==> src/include/abd_consts.vh <==
// Purpose: constants of the audio bandwidth detector
// Assumes: log energies in signed Q8.8 log10 units, bitrates in units of 100 bit/s
// Notes: definitions only
`ifndef ABD_CONSTS_VH
`define ABD_CONSTS_VH
// register byte offsets
`define ABD_REG_CTRL 5'h00
`define ABD_REG_BITRATE 5'h04
`define ABD_REG_STATUS 5'h08
`define ABD_REG_COUNTERS 5'h0C
`define ABD_REG_LT_LOW 5'h10
`define ABD_REG_LT_SWB 5'h14
// control fields
`define ABD_CTRL_EN_BIT 0
`define ABD_CTRL_LEGACY_BIT 1
`define ABD_CTRL_RATE_LSB 2
`define ABD_CTRL_RESET 4'h0
`define ABD_BITRATE_RESET 16'h0000
// input rate codes
`define ABD_RATE_8K 2'h0
`define ABD_RATE_16K 2'h1
`define ABD_RATE_32K 2'h2
`define ABD_RATE_48K 2'h3
// bandwidth codes
`define ABD_BW_NB 2'h0
`define ABD_BW_WB 2'h1
`define ABD_BW_SWB 2'h2
`define ABD_BW_FB 2'h3
// first bin of each aggregated band, four bins per band
`define ABD_BINS_PER_BAND 6'h04
`define ABD_B0_START 6'h03
`define ABD_B1_START 6'h0B
`define ABD_B2_START 6'h0E
`define ABD_B3_START 6'h17
`define ABD_B4_START 6'h1B
`define ABD_B5_START 6'h1F
`define ABD_B6_START 6'h23
`define ABD_B7_START 6'h2A
`define ABD_B8_START 6'h2E
// log10(8*scl^2) in Q8.8 for scl 88.293854, 88.300926, 88.304118, 88.028412
`define ABD_SCL_8K 16'h04CC
`define ABD_SCL_16K 16'h04CC
`define ABD_SCL_32K 16'h04CC
`define ABD_SCL_48K 16'h04CB
// 1.6 in Q8.8, log10(2) in Q0.8
`define ABD_OFFSET_1P6 16'h019A
`define ABD_LOG10_2 8'h4D
// 30 dB noise gate in Q8.8 dB
`define ABD_NOISE_GATE 16'h1E00
// counter limits
`define ABD_CNT_MIN 7'h00
`define ABD_CNT_MAX 7'h64
`define ABD_CNT_STEP_UP 7'h01
`define ABD_CNT_STEP_DN 7'h01
`define ABD_SEL_UP 7'h5A
`define ABD_SEL_DN 7'h0A
// presence thresholds below a long-term mean (narrow for NB and WB, wide for SWB, super wide for FB), filterbank and DCT variants
`define ABD_THR_NB_FLT 16'h0100
`define ABD_THR_WB_FLT 16'h0300
`define ABD_THR_SWB_FLT 16'h0400
`define ABD_THR_FB_FLT 16'h0500
`define ABD_THR_NB_DCT 16'h0180
`define ABD_THR_WB_DCT 16'h0380
`define ABD_THR_SWB_DCT 16'h0480
`define ABD_THR_FB_DCT 16'h0580
// bitrate limits, 100 bit/s units
`define ABD_RATE_7P2 16'h0048
`define ABD_RATE_9P6 16'h0060
`define ABD_RATE_16P4 16'h00A4
`define ABD_RATE_24P4 16'h00F4
`define ABD_RATE_128 16'h0500
`endif

==> src/logic/abd_detector.v <==
// Purpose: per-frame audio bandwidth detector with an Avalon-MM register slave
// Assumes: bins, frame_end, activity and noise level come from logic on clk
// Notes: bins arriving while busy is high are dropped
//
// Behaviour
// - detection runs only when the input rate is above 8 kHz.
// - result is one of narrow, wide, super wide or full band.
// - each aggregated band sums four consecutive 400 Hz bins.
// - nine bands with fixed bin ranges 3-6 through 46-49.
// - log10 of band energy divided by eight times rate scale squared.
// - class means from band groups, each plus 1.6.
// - class maxima from band group maxima plus 1.6; narrow uses its mean plus 1.6.
// - legacy mode takes DCT band energies instead of filterbank ones.
// - DCT variant uses windowed 320 sample transform split in nine bands.
// - DCT variant takes plain log10 and drops the 1.6 offset.
// - same decision logic for both variants, only thresholds differ.
// - long-term means move by 0.75 old plus 0.25 current.
// - long-term update only when active and noise above 30 dB.
// - class counters step up or down by ordered threshold tests.
// - sequential counter tests pick bandwidth and force counters to 0 or 100.
// - at 9.6 kbps a full band result becomes super wide band.
// - each class only inside its bitrate range, otherwise lowered; narrow band above its range is raised.
`timescale 1ns/10ps
`include "abd_consts.vh"
module abd_detector (
  input wire clk,
  input wire resetn,
  input wire ce,
  input wire [4:0] avs_address,
  input wire avs_read,
  input wire avs_write,
  input wire [31:0] avs_writedata,
  input wire [3:0] avs_byteenable,
  output reg [31:0] avs_readdata,
  output reg avs_waitrequest,
  input wire bin_valid,
  input wire [5:0] bin_index,
  input wire [31:0] bin_energy,
  input wire frame_end,
  input wire activity_decision,
  input wire signed [15:0] noise_level,
  output reg [1:0] selected_bandwidth,
  output reg bw_valid,
  output reg busy
);
  localparam S_IDLE = 3'h0;
  localparam S_LOG = 3'h1;
  localparam S_LT = 3'h2;
  localparam S_CNT = 3'h3;
  localparam S_SEL = 3'h4;
  localparam S_OUT = 3'h5;

  reg [2:0] state_r;
  reg [3:0] ctrl_r;
  reg [15:0] bitrate_r;
  reg [3:0] log_idx_r;
  reg signed [15:0] loge_r [0:8];
  reg signed [15:0] lt_nb_r;
  reg signed [15:0] lt_wb_r;
  reg signed [15:0] lt_swb_r;
  reg [1:0] bw_r;
  reg clear_r;

  wire en = ctrl_r[`ABD_CTRL_EN_BIT];
  wire legacy_interop_mode = ctrl_r[`ABD_CTRL_LEGACY_BIT];
  wire [1:0] rate = ctrl_r[`ABD_CTRL_RATE_LSB+1:`ABD_CTRL_RATE_LSB];
  wire req = avs_read | avs_write;
  wire take = req & ~avs_waitrequest;

  function [5:0] band_start;
    input [3:0] b;
    begin
      case (b)
        4'h0: band_start = `ABD_B0_START;
        4'h1: band_start = `ABD_B1_START;
        4'h2: band_start = `ABD_B2_START;
        4'h3: band_start = `ABD_B3_START;
        4'h4: band_start = `ABD_B4_START;
        4'h5: band_start = `ABD_B5_START;
        4'h6: band_start = `ABD_B6_START;
        4'h7: band_start = `ABD_B7_START;
        default: band_start = `ABD_B8_START;
      endcase
    end
  endfunction

  function signed [15:0] smax;
    input signed [15:0] a;
    input signed [15:0] b;
    begin
      smax = (a > b) ? a : b;
    end
  endfunction

  // per-band accumulators; bin 14 feeds two bands, hence parallel adders
  wire [35:0] band_sum [0:8];
  genvar g;
  generate
    for (g = 0; g < 9; g = g + 1) begin : g_band
      reg [35:0] acc_r;
      wire [5:0] lo = band_start(g[3:0]);
      wire hit = (bin_index >= lo) && (bin_index < lo + `ABD_BINS_PER_BAND);
      always @(posedge clk or negedge resetn) begin
        if (!resetn) begin
          acc_r <= 36'h000000000;
        end else if (ce) begin
          if (clear_r) begin
            acc_r <= 36'h000000000;
          end else if (state_r == S_IDLE && bin_valid && hit) begin
            acc_r <= acc_r + {4'h0, bin_energy};
          end
        end
      end
      assign band_sum[g] = acc_r;
    end
  endgenerate

  // one band through the log converter per cycle keeps the area to one converter
  wire signed [15:0] log_raw;
  abd_log10 u_log (
    .energy(band_sum[log_idx_r]),
    .log_q88(log_raw)
  );
  reg signed [15:0] scl;
  always @* begin
    case (rate)
      `ABD_RATE_8K: scl = `ABD_SCL_8K;
      `ABD_RATE_16K: scl = `ABD_SCL_16K;
      `ABD_RATE_32K: scl = `ABD_SCL_32K;
      default: scl = `ABD_SCL_48K;
    endcase
  end
  // legacy DCT energies take the plain log, filterbank energies are scaled
  wire signed [15:0] log_band = legacy_interop_mode ? log_raw : log_raw - scl;

  // class means and maxima; the offset vanishes in the DCT variant
  wire signed [15:0] offs = legacy_interop_mode ? 16'sh0000 : `ABD_OFFSET_1P6;
  wire signed [17:0] sum_wb = loge_r[1] + loge_r[2];
  wire signed [17:0] sum_swb = loge_r[3] + loge_r[4] + loge_r[5] + loge_r[6];
  wire signed [17:0] sum_fb = loge_r[7] + loge_r[8];
  wire signed [17:0] sh_wb = sum_wb >>> 1;
  wire signed [17:0] sh_swb = sum_swb >>> 2;
  wire signed [17:0] sh_fb = sum_fb >>> 1;
  wire signed [15:0] mean_nb = loge_r[0] + offs;
  wire signed [15:0] mean_wb = sh_wb[15:0] + offs;
  wire signed [15:0] mean_swb = sh_swb[15:0] + offs;
  wire signed [15:0] max_nb = mean_nb + offs;
  wire signed [15:0] max_wb = smax(loge_r[1], loge_r[2]) + offs;
  wire signed [15:0] max_swb = smax(smax(loge_r[3], loge_r[4]),
                                    smax(loge_r[5], loge_r[6])) + offs;
  wire signed [15:0] max_fb = smax(loge_r[7], loge_r[8]) + offs;
  wire signed [15:0] mean_fb = sh_fb[15:0] + offs;

  // long-term smoothing, 3/4 old plus 1/4 new
  wire signed [17:0] lt_nb_s = ((lt_nb_r * 18'sd3) + mean_nb) >>> 2;
  wire signed [17:0] lt_wb_s = ((lt_wb_r * 18'sd3) + mean_wb) >>> 2;
  wire signed [17:0] lt_swb_s = ((lt_swb_r * 18'sd3) + mean_swb) >>> 2;
  wire lt_upd = activity_decision && (noise_level > `ABD_NOISE_GATE);

  // in the decision logic, thresholds are the only difference between the two variants
  wire signed [15:0] thr_nb = legacy_interop_mode ? `ABD_THR_NB_DCT : `ABD_THR_NB_FLT;
  wire signed [15:0] thr_wb = legacy_interop_mode ? `ABD_THR_WB_DCT : `ABD_THR_WB_FLT;
  wire signed [15:0] thr_swb = legacy_interop_mode ? `ABD_THR_SWB_DCT : `ABD_THR_SWB_FLT;
  wire signed [15:0] thr_fb = legacy_interop_mode ? `ABD_THR_FB_DCT : `ABD_THR_FB_FLT;

  // presence tests, evaluated bottom up: a class only counts if the one below it does
  reg [3:0] cnt_inc;
  reg [3:0] cnt_dec;
  always @* begin
    cnt_inc = 4'h0;
    cnt_dec = 4'h0;
    if (state_r == S_CNT) begin
      if (max_nb > lt_nb_r - thr_nb) cnt_inc[0] = 1'b1;
      else cnt_dec[0] = 1'b1;
      if (cnt_inc[0] && max_wb > lt_nb_r - thr_wb) cnt_inc[1] = 1'b1;
      else cnt_dec[1] = 1'b1;
      if (cnt_inc[1] && max_swb > lt_wb_r - thr_swb) cnt_inc[2] = 1'b1;
      else cnt_dec[2] = 1'b1;
      if (cnt_inc[2] && max_fb > lt_swb_r - thr_fb && mean_fb > lt_swb_r - thr_fb)
        cnt_inc[3] = 1'b1;
      else cnt_dec[3] = 1'b1;
    end
  end

  // counters: 0 narrow, 1 wide, 2 super wide, 3 full
  wire [6:0] cnt [0:3];
  reg [3:0] frc_min;
  reg [3:0] frc_max;
  generate
    for (g = 0; g < 4; g = g + 1) begin : g_cnt
      abd_counter u_cnt (
        .clk(clk),
        .resetn(resetn),
        .ce(ce),
        .inc(cnt_inc[g]),
        .dec(cnt_dec[g]),
        .frc_min(frc_min[g]),
        .frc_max(frc_max[g]),
        .cnt_r(cnt[g])
      );
    end
  endgenerate

  // sequential selection; later tests may overturn earlier ones
  reg [1:0] sel;
  always @* begin
    sel = bw_r;
    frc_min = 4'h0;
    frc_max = 4'h0;
    if (state_r == S_SEL) begin
      if (cnt[1] >= `ABD_SEL_UP && sel < `ABD_BW_WB) begin
        sel = `ABD_BW_WB;
        frc_max[0] = 1'b1;
      end
      if (cnt[2] >= `ABD_SEL_UP && sel < `ABD_BW_SWB) begin
        sel = `ABD_BW_SWB;
        frc_max[1:0] = 2'h3;
      end
      if (cnt[3] >= `ABD_SEL_UP) begin
        sel = `ABD_BW_FB;
        frc_max[2:0] = 3'h7;
      end
      if (sel == `ABD_BW_FB && cnt[3] < `ABD_SEL_DN) begin
        sel = `ABD_BW_SWB;
        frc_min[3] = 1'b1;
        frc_max[3] = 1'b0;
      end
      if (sel >= `ABD_BW_SWB && cnt[2] < `ABD_SEL_DN) begin
        sel = `ABD_BW_WB;
        frc_min[3:2] = 2'h3;
        frc_max[3:2] = 2'h0;
      end
      if (sel >= `ABD_BW_WB && cnt[1] < `ABD_SEL_DN) begin
        sel = `ABD_BW_NB;
        frc_min[3:1] = 3'h7;
        frc_max[3:1] = 3'h0;
      end
    end
  end

  // bitrate clamp; narrow band above its range can only be raised to wide band
  reg [1:0] lim;
  always @* begin
    lim = bw_r;
    if (lim == `ABD_BW_FB && bitrate_r < `ABD_RATE_16P4) lim = `ABD_BW_SWB;
    if (lim == `ABD_BW_SWB && bitrate_r < `ABD_RATE_9P6) lim = `ABD_BW_WB;
    if (lim == `ABD_BW_NB && bitrate_r > `ABD_RATE_24P4) lim = `ABD_BW_WB;
  end

  // frame sequencer
  integer i;
  always @(posedge clk or negedge resetn) begin
    if (!resetn) begin
      state_r <= S_IDLE;
      log_idx_r <= 4'h0;
      for (i = 0; i < 9; i = i + 1) loge_r[i] <= 16'sh0000;
      lt_nb_r <= 16'sh0000;
      lt_wb_r <= 16'sh0000;
      lt_swb_r <= 16'sh0000;
      bw_r <= `ABD_BW_NB;
      clear_r <= 1'b0;
      selected_bandwidth <= `ABD_BW_NB;
      bw_valid <= 1'b0;
      busy <= 1'b0;
    end else if (ce) begin
      clear_r <= 1'b0;
      bw_valid <= 1'b0;
      case (state_r)
        S_IDLE: begin
          if (frame_end) begin
            if (en && rate != `ABD_RATE_8K) begin
              state_r <= S_LOG;
              busy <= 1'b1;
              log_idx_r <= 4'h0;
            end else begin
              bw_r <= `ABD_BW_NB;
              state_r <= S_OUT;
              busy <= 1'b1;
            end
          end
        end
        S_LOG: begin
          loge_r[log_idx_r] <= log_band;
          log_idx_r <= log_idx_r + 4'h1;
          if (log_idx_r == 4'h8) state_r <= S_LT;
        end
        S_LT: begin
          if (lt_upd) begin
            lt_nb_r <= lt_nb_s[15:0];
            lt_wb_r <= lt_wb_s[15:0];
            lt_swb_r <= lt_swb_s[15:0];
          end
          state_r <= S_CNT;
        end
        S_CNT: state_r <= S_SEL;
        S_SEL: begin
          bw_r <= sel;
          state_r <= S_OUT;
        end
        S_OUT: begin
          selected_bandwidth <= lim;
          bw_valid <= 1'b1;
          busy <= 1'b0;
          clear_r <= 1'b1;
          state_r <= S_IDLE;
        end
        default: state_r <= S_IDLE;
      endcase
    end
  end

  // Avalon slave: waitrequest drops one cycle after a request, read data with it
  always @(posedge clk or negedge resetn) begin
    if (!resetn) begin
      avs_waitrequest <= 1'b1;
      avs_readdata <= 32'h00000000;
      ctrl_r <= `ABD_CTRL_RESET;
      bitrate_r <= `ABD_BITRATE_RESET;
    end else if (ce) begin
      avs_waitrequest <= ~(req & avs_waitrequest);
      if (avs_read && avs_waitrequest) begin
        case (avs_address)
          `ABD_REG_CTRL: avs_readdata <= {28'h0000000, ctrl_r};
          `ABD_REG_BITRATE: avs_readdata <= {16'h0000, bitrate_r};
          `ABD_REG_STATUS: avs_readdata <= {27'h0000000, busy, bw_r, selected_bandwidth};
          `ABD_REG_COUNTERS: avs_readdata <= {4'h0, cnt[3], cnt[2], cnt[1], cnt[0]};
          `ABD_REG_LT_LOW: avs_readdata <= {lt_wb_r, lt_nb_r};
          `ABD_REG_LT_SWB: avs_readdata <= {16'h0000, lt_swb_r};
          default: avs_readdata <= 32'h00000000;
        endcase
      end
      if (take && avs_write) begin
        if (avs_address == `ABD_REG_CTRL && avs_byteenable[0])
          ctrl_r <= avs_writedata[3:0];
        if (avs_address == `ABD_REG_BITRATE) begin
          if (avs_byteenable[0]) bitrate_r[7:0] <= avs_writedata[7:0];
          if (avs_byteenable[1]) bitrate_r[15:8] <= avs_writedata[15:8];
        end
      end
    end
  end
endmodule

==> src/logic/abd_log10.v <==
// Purpose: combinational log10 of an unsigned band energy, Q8.8 result
// Assumes: zero input gives zero
// Notes: piecewise linear mantissa, error below 0.05 in log10
`timescale 1ns/10ps
`include "abd_consts.vh"
module abd_log10 (
  input wire [35:0] energy,
  output reg signed [15:0] log_q88
);
  reg [5:0] msb;
  reg [35:0] norm;
  reg [13:0] log2_q;
  reg [21:0] prod;
  integer k;
  // leading one search; the loop keeps the highest set bit
  always @* begin
    msb = 6'h00;
    norm = 36'h000000000;
    log2_q = 14'h0000;
    prod = 22'h000000;
    for (k = 0; k < 36; k = k + 1) begin
      if (energy[k]) begin
        msb = k[5:0];
      end
    end
    norm = energy << (6'd35 - msb);
    log2_q = {msb, norm[34:27]};
    prod = log2_q * `ABD_LOG10_2;
    log_q88 = (energy == 36'h000000000) ? 16'sh0000 : {2'b00, prod[21:8]};
  end
endmodule

==> src/logic/abd_counter.v <==
// Purpose: saturating bandwidth counter
// Assumes: force inputs win over steps
// Notes: range held between the count limits at all times
`timescale 1ns/10ps
`include "abd_consts.vh"
module abd_counter (
  input wire clk,
  input wire resetn,
  input wire ce,
  input wire inc,
  input wire dec,
  input wire frc_min,
  input wire frc_max,
  output reg [6:0] cnt_r
);
  reg [6:0] cnt_nxt;
  // saturation arithmetic, never leaves the limits
  always @* begin
    cnt_nxt = cnt_r;
    if (frc_min) begin
      cnt_nxt = `ABD_CNT_MIN;
    end else if (frc_max) begin
      cnt_nxt = `ABD_CNT_MAX;
    end else if (inc) begin
      cnt_nxt = (cnt_r >= `ABD_CNT_MAX - `ABD_CNT_STEP_UP) ? `ABD_CNT_MAX :
                cnt_r + `ABD_CNT_STEP_UP;
    end else if (dec) begin
      cnt_nxt = (cnt_r <= `ABD_CNT_MIN + `ABD_CNT_STEP_DN) ? `ABD_CNT_MIN :
                cnt_r - `ABD_CNT_STEP_DN;
    end
  end
  always @(posedge clk or negedge resetn) begin
    if (!resetn) begin
      cnt_r <= `ABD_CNT_MIN;
    end else if (ce) begin
      cnt_r <= cnt_nxt;
    end
  end
endmodule

==> config.mk <==
export PLATFORM = sky130hd
export DESIGN_NAME = abd_detector
export DESIGN_NICKNAME = d
export VERILOG_FILES = /design/src/logic/abd_detector.v /design/src/logic/abd_log10.v /design/src/logic/abd_counter.v
export VERILOG_INCLUDE_DIRS = /design/src /design/src/include
export SDC_FILE = /design/constraint.sdc
export NUM_CORES = 2
export LEC_CHECK = 0
export ABC_CLOCK_PERIOD_IN_PS = 21400
export BUFFER_PORTS_ARGS = -buffer_cell sky130_fd_sc_hd__buf_2
export CAP_MARGIN = 20
export CELL_PAD_IN_SITES_DETAIL_PLACEMENT = 1
export CELL_PAD_IN_SITES_GLOBAL_PLACEMENT = 1
export CORE_UTILIZATION = 30
export DETAILED_ROUTE_END_ITERATION = 16
export GPL_ROUTABILITY_DRIVEN = 0
export PLACE_DENSITY = 0.65
export SYNTH_ARGS = -nofsm -noshare
export SYNTH_HDL_FRONTEND = slang
export SYNTH_SLANG_ARGS = --single-unit
==> constraint.sdc <==
create_clock -name clk -period 21.4 [get_ports clk]
set_input_delay 3.21 -clock clk [delete_from_list [all_inputs] [get_ports clk]]
set_output_delay 3.21 -clock clk [all_outputs]
set_load 0.005 [all_outputs]
; ---- Yosys cells after proc, flatten, opt, wreduce, memory -nomap -nowiden
; Cells that the tools add are included.
[classes]
add_sub_neg = 40
shift = 1
order_cmp = 52
n_div = 0
mux = 145
n_reduce_logical = 84
n_bitwise = 6
multipliers = 4
n_eq_ne = 20
[ops]
columns = operator, n
row1 = 36-bit 2-to-1 mux, 20
row2 = 36-bit by 32-bit adder with 36-bit output, 9
row3 = 32-bit one-hot mux with 6 select lines, 1
row4 = 7-bit 2-to-1 mux, 23
row5 = 16-bit > comparator, 10
row6 = 36-bit binary-select mux with 4-bit select, 1
row7 = 144-bit bitwise mux, 1
row8 = 16-bit 2-to-1 mux, 7
row9 = 16-bit by 10-bit adder with 16-bit output, 5
row10 = 5-bit 2-to-1 mux, 16
row11 = 18-bit by 16-bit adder with 18-bit output, 4
row12 = 16-bit demux with 4-bit select, 1
row13 = 16-bit by 3-bit multiplier with 18-bit output (second input constant), 3
row14 = 4-bit 2-to-1 mux, 13
row15 = 16-bit by 16-bit adder with 17-bit output, 3
row16 = 7-bit >= comparator (second input constant), 7
row17 = 16-bit by 9-bit adder with 16-bit output, 3
row18 = 2-bit 2-to-1 mux, 19
row19 = 1-bit logical AND, 37
row20 = 36-bit zero test, 1
row21 = 3-bit 2-to-1 mux, 12
row22 = 36-bit by 6-bit << shifter with 35-bit output, 1
row23 = 8-bit 2-to-1 mux, 4
row24 = 2-bit AND reduction, 16
row25 = other kinds (62), 135
[totals]
latch_bits = 0
romBits = 0
in_bits = 103
register_bits = 610
ram_bits = 0
mem_count = 0

; ---- Longest topological paths before layout
[logic_depth]
depth_word = 46
mapped_depth = 63

; ---- By module
; A second synthesis with hierarchy kept.
[hier_totals]
hier_cells = 6869
area_unflattened_um2 = 59594.7
[by_module_without_submodules]
columns = mod, seq_area_each_um2, cells_per_inst, area_per_inst_um2, instances
row1 = abd_detector, 14565.2, 5996, 52900.7, 1
row2 = abd_log10, 0.0, 529, 3896.2, 1
row3 = abd_counter, 175.2, 86, 699.4, 4

; ---- Worst setup path after synthesis
; Ideal clock, no wire load.
[synth_path]
path_type = register -> register
start = register loge_r[33] (netlist bit)
end = register g_cnt[3].u_cnt.cnt_r[3]
slack_ns = 10.500
stages_incl_launch_ff = 60
period_less_slack_ns = 10.900
path_buffers = 6
required_time_ns = 21.317
arrival_time_ns = 10.817
path_cell_list = dfrtp_1 > inv_1 > ha_1 > nor2b_1 > o21a_1 > o21a_1 > o21a_1 > o21a_1 > o21a_1 > o21a_1 > o21ai_0 > nand2_1 > a21oi_1 > a31o_2 > clkbuf_1 > clkbuf_1 > mux2i_1 > ha_1 > [... 24 more ...] > xor2_1 > ha_1 > and3_1 > a221o_1 > a21o_1 > a21oi_1 > o21ai_0 > a211oi_1 > a41oi_1 > a21oi_1 > nor2_1 > nor4b_1 > nor2b_1 > clkbuf_1 > or3b_2 > a31oi_1 > a21oi_1 > o21ai_0
[synth_via]
elab_chain_len = 16
[synth_lines]
columns = element, line
row1 = start: declaration, abd_detector.v:57  ; reg signed [15:0] loge_r [0:8];
row2 = start signal: indexed assignment, abd_detector.v:283  ; loge_r[log_idx_r] <= log_band;
row3 = 16-bit > comparator, abd_detector.v:91  ; smax = (a > b) ? a : b;
row4 = 16-bit 2-to-1 mux (*), abd_detector.v:91
row5 = 16-bit > comparator, abd_detector.v:91
row6 = 16-bit 2-to-1 mux (*), abd_detector.v:91
row7 = 16-bit by 10-bit adder with 16-bit output (*), abd_detector.v:150  ; smax(loge_r[5], loge_r[6])) + offs;
row8 = 16-bit > comparator (*), abd_detector.v:177  ; if (cnt_inc[1] && max_swb > lt_wb_r - thr_swb) cnt_inc[2] = 1'b1;
row9 = 1-bit logical AND (*), abd_detector.v:177
row10 = 1-bit 2-to-1 mux (*), abd_detector.v:177
row11 = 1-bit 2-to-1 mux (*), abd_detector.v:172  ; if (state_r == S_CNT) begin
row12 = 1-bit logical AND (*) (2 in series), abd_detector.v:179  ; if (cnt_inc[2] && max_fb > lt_swb_r - thr_fb && mean_fb > lt_swb_r - thr_fb)
row13 = 1-bit 2-to-1 mux, abd_detector.v:179
row14 = 4-bit 2-to-1 mux, abd_detector.v:172
row15 = 7-bit 2-to-1 mux, abd_counter.v:24  ; end else if (inc) begin
row16 = 7-bit 2-to-1 mux, abd_counter.v:22  ; end else if (frc_max) begin
row17 = 7-bit 2-to-1 mux, abd_counter.v:20  ; if (frc_min) begin
row18 = end signal: assignment, abd_counter.v:34  ; cnt_r <= `ABD_CNT_MIN;
row19 = end signal: assignment, abd_counter.v:36  ; cnt_r <= cnt_nxt;
row20 = end: declaration, abd_counter.v:14  ; output reg [6:0] cnt_r
; Every way passes the cells marked *; elsewhere a longest branch is shown, timed or not. The select of a mux whose other input is x is not followed.
; A chain may end at the register's enable or synchronous reset.

; ---- Worst setup path in the final report
[layout_path]
start = register log_idx_r[0]
end = register loge_r[77] (netlist bit)
[layout_via]
elab_chain_len = 46
[layout_lines]
columns = element, line
row1 = start: declaration, abd_detector.v:56  ; reg [3:0] log_idx_r;
row2 = start signal: assignment, abd_detector.v:284  ; log_idx_r <= log_idx_r + 4'h1;
row3 = 4-bit inverter with 5-bit output (not written as such) (*), "abd_detector.v:121, abd_detector.v:283"
row4 = 36-bit binary-select mux with 4-bit select, abd_detector.v:121  ; .energy(band_sum[log_idx_r]),
row5 = 36-bit 2-to-1 mux (not written as such) (2 in series), abd_detector.v:121
row6 = 1-bit 2-to-1 mux, abd_log10.v:22  ; if (energy[k]) begin
row7 = 2-bit 2-to-1 mux (2 in series), abd_log10.v:22
row8 = 3-bit 2-to-1 mux (4 in series), abd_log10.v:22
row9 = 4-bit 2-to-1 mux (8 in series), abd_log10.v:22
row10 = 5-bit 2-to-1 mux (16 in series), abd_log10.v:22
row11 = 6-bit 2-to-1 mux (4 in series), abd_log10.v:22
row12 = 6-bit subtractor, abd_log10.v:26  ; norm = energy << (6'd35 - msb);
row13 = 36-bit by 6-bit << shifter with 35-bit output, abd_log10.v:26
row14 = 14-bit by 7-bit multiplier with 21-bit output (no source line), n/a
row15 = 13-bit 2-to-1 mux, abd_log10.v:29  ; log_q88 = (energy == 36'h000000000) ? 16'sh0000 : {2'b00, prod[21:8]};
row16 = 16-bit subtractor, abd_detector.v:134  ; wire signed [15:0] log_band = legacy_interop_mode ? log_raw : log_raw - scl;
row17 = 16-bit 2-to-1 mux, abd_detector.v:134
row18 = 144-bit bitwise mux (*), abd_detector.v:283
; Marked as above.

==> metrics.md <==
| Metric | Value |
|---|---|
| Pin count of the biggest net entering global routing | 141 |
| Critical Path AT | 14.22 ns |
| Final core area utilization | 0.335 |
| Die Y-Extent | 446 um |
| CTS Hold Bufs | 0 |
| CP Capture Type | flop |
| Layout Skew | 0.0676 ns |
| Register area share after synthesis | 0.258 |
| IO Count | 140 |
| Worst slew margin | 0.232 |
| Clk_lat worst skew | 0.74 ns |
| Core area | 195000 um^2 |
| Period minus WS final | 13.70 ns |
| Clock Sinks | 610 |
| GRT overflow | 0 |
| Synthesis-stage register bit count | 610 |
| Worst path max stage delay | 0.87 ns |
| Root buffer cell | clkbuf_16 |
| Wire per inst | 21.7 um |
| Post-route ant nets | 0 |
| Slew Viols, Final | 0 |
| Vias | 51608 |
| Clock Tree Buf Depth | 3 |
| Vias in the first global route | 54019 |
| WP data required | 21.92 ns |
| Global-route wire length before repair | 320 mm |
| Clock transition at path regs | 0.06 ns |
| IO buf count | 121 |
| RSZ-0062 raised after global routing | no |
| Initial antenna violation count | 9 |
| Final setup TNS | 0 ns |
| Asr flop ratio synth | 1.00 |
| CP Max Fanout | 108 |
| Synthesis warning total | 0 |
| Nets | 7744 |
| Area Overhead vs Synth | 10.7% |
| Netlist cell types | 116 |
| Initial detailed-routing violation count | 3090 |
| Worst hold path type | reg2reg |
| Main flop type after synthesis | dfrtp_1 |
| Pre-antenna DRT Iters | 6 |
| Net Count, Synth | 7737 |
| Final setup vio count | 0 |
| GR Util All Layers | 0.204 |
| Post-cts sizing count | 0 |
| Final wirelength | 205 mm |
| Status | finished, final reports clean |
| Commonest non-fill, non-tap cell in the layout | ha_1 |
| Number of synthesized flops with an enable pin | 0 |
| Avg Cell Area, Syn | 8.73 um^2 |
| Crit start category | flop |
| Chip width | 446 um |
| Dpl hpwl | 158 mm |
| CTS tree | built |
| Critical-path top delay cell | o21ai_0 |
| Initial core utilization | 0.303 |
| Final period util | 0.640 |
| Maxcap violations | 0 |
| Layout cells sized above 1 | 0.0813 |
| Post-Syn Area | 59200 um^2 |
| Most frequent cells in the layout | ha_1, nand2_1, dfrtp_1 |
| Row count | 162 |
| Fillers | 23034 |
| Worst slew pin tran | 1.14 ns |
| Vias/cell | 5.44 |
| Num CTS Buffers | 86 |
| Post CTS Setup Buffer Count | 0 |
| DRC | 0 |
| Die footprint | 199000 um^2 |
| Top cell by count, worst path | ha_1 |
| Fin. Hold Viols | 0 |
| Highest clock rate | 73.0 MHz |
| H-tree levels | 3 |
| Synth Instances | 6780 |
| Critical path type | reg2reg |
-- cells in the mapped netlist (109+ instances only) --
cell / number / area (um^2)
xor2_1: 148 / 1300
o21bai_1: 150 / 1130
dfrtp_1: 609 / 15200
nand2_1: 657 / 2470
inv_1: 417 / 1570
a21oi_1: 458 / 2290
ha_1: 745 / 9320
mux2i_1: 147 / 1470
nand3_1: 150 / 751
o21ai_0: 478 / 2390
xnor2_1: 355 / 3110
fa_1: 109 / 2180
nor3_1: 164 / 821
clkbuf_1: 188 / 706
nor2_1: 403 / 1510
a22o_1: 168 / 1470
-- final timing paths --
kind / from / to / slack (ns) / cells after the start
worst max-delay path: log_idx_r[0]$_DFFE_PN0P_ / loge_r[77]$_DFFE_PN0P_ / 7.70 / 39
worst min-delay path: avs_readdata[1]$_DFFE_PN0P_ / avs_readdata[1]$_DFFE_PN0P_ / 0.48 / 2
worst max register to register: log_idx_r[0]$_DFFE_PN0P_ / loge_r[77]$_DFFE_PN0P_ / 7.70 / 39
worst min register to register: avs_readdata[1]$_DFFE_PN0P_ / avs_readdata[1]$_DFFE_PN0P_ / 0.48 / 2
max in group asynchronous: resetn / g_band[4].acc_r[9]$_DFFE_PN0P_ / 16.75 / 3
min in group asynchronous: resetn / lt_wb_r[15]$_DFFE_PN0P_ / 2.42 / 1
-- through the flow --
step / hold WS [ns] / setup slack, ns / area (um^2) / cells
2_1_floorplan: 0.450 / 10.50 / 59200 / 6780
3_3_place_gp: 0.461 / 8.08 / 62500 / 9318
3_5_place_dp: 0.470 / 7.79 / 62500 / 9320
4_1_cts: 0.483 / 7.72 / 65500 / 9475
5_1_grt: 0.519 / 6.80 / 65500 / 9479
6_report: 0.479 / 7.70 / 65500 / 9480
-- final cells by class --
class,instances,area [um^2],share of cell area
inverters,423,1590,0.0243
multi-input cells,5475,41200,0.628
clock buffers,119,2520,0.0384
diodes,2,5.00,0.0000764
repair buffers,191,1200,0.0183
flip-flops and latches,610,15300,0.233
clock inverters,36,473,0.00722
well taps,2624,3280,0.0501
-- critical path: cells and delay by family, from the launching register on --
kind	cells	cell delay, ns
compound gates	9	2.94
buf+inv	5	1.79
mux	1	0.45
flops	1	0.81
fa+ha+maj	7	2.83
simple gates	17	4.46
-- flip-flops by register name (all words and copies together), names as in the netlist, 3 cells and up --
signal and count:
g_band.acc_r 324, loge_r 144, avs_readdata 32, g_cnt.u_cnt.cnt_r 28
bitrate_r 16, lt_nb_r 16, lt_swb_r 16, lt_wb_r 16
ctrl_r 4, log_idx_r 4, state_r 3
-- kinds of logic (layout without fill, tap and decap cells) --
| kind of cell | Yosys count | in the layout | share of synthesized area |
|---|---|---|---|
| multiplexers | 258 | 258 | 0.0481 |
| XOR/XNOR | 504 | 504 | 0.0747 |
| AO/OA/AOI/OAI | 1888 | 1888 | 0.209 |
| AND/OR/NAND/NOR | 1971 | 1971 | 0.166 |
| other | 0 | 2 | 0 |
| buffers and inverters | 695 | 769 | 0.0498 |
| adder cells (fa/ha/maj) | 854 | 854 | 0.194 |
| flip-flops | 610 | 610 | 0.258 |
-- per-layer routing --
| layer | part of all wire | track usage | vias to the layer above |
|---|---|---|---|
| met1 | 0.44 | 0.256 | 25838 |
| met4 | 0.040 | 0.0770 | 4 |
| li1 | - | - | 24587 |
| met2 | 0.49 | 0.358 | 840 |
| met5 | 0.00011 | 0 | - |
| met3 | 0.030 | 0.0227 | 339 |
Power is not shown: default switching activity piles up to over one toggle a cycle in this logic, so the estimate is an artifact.
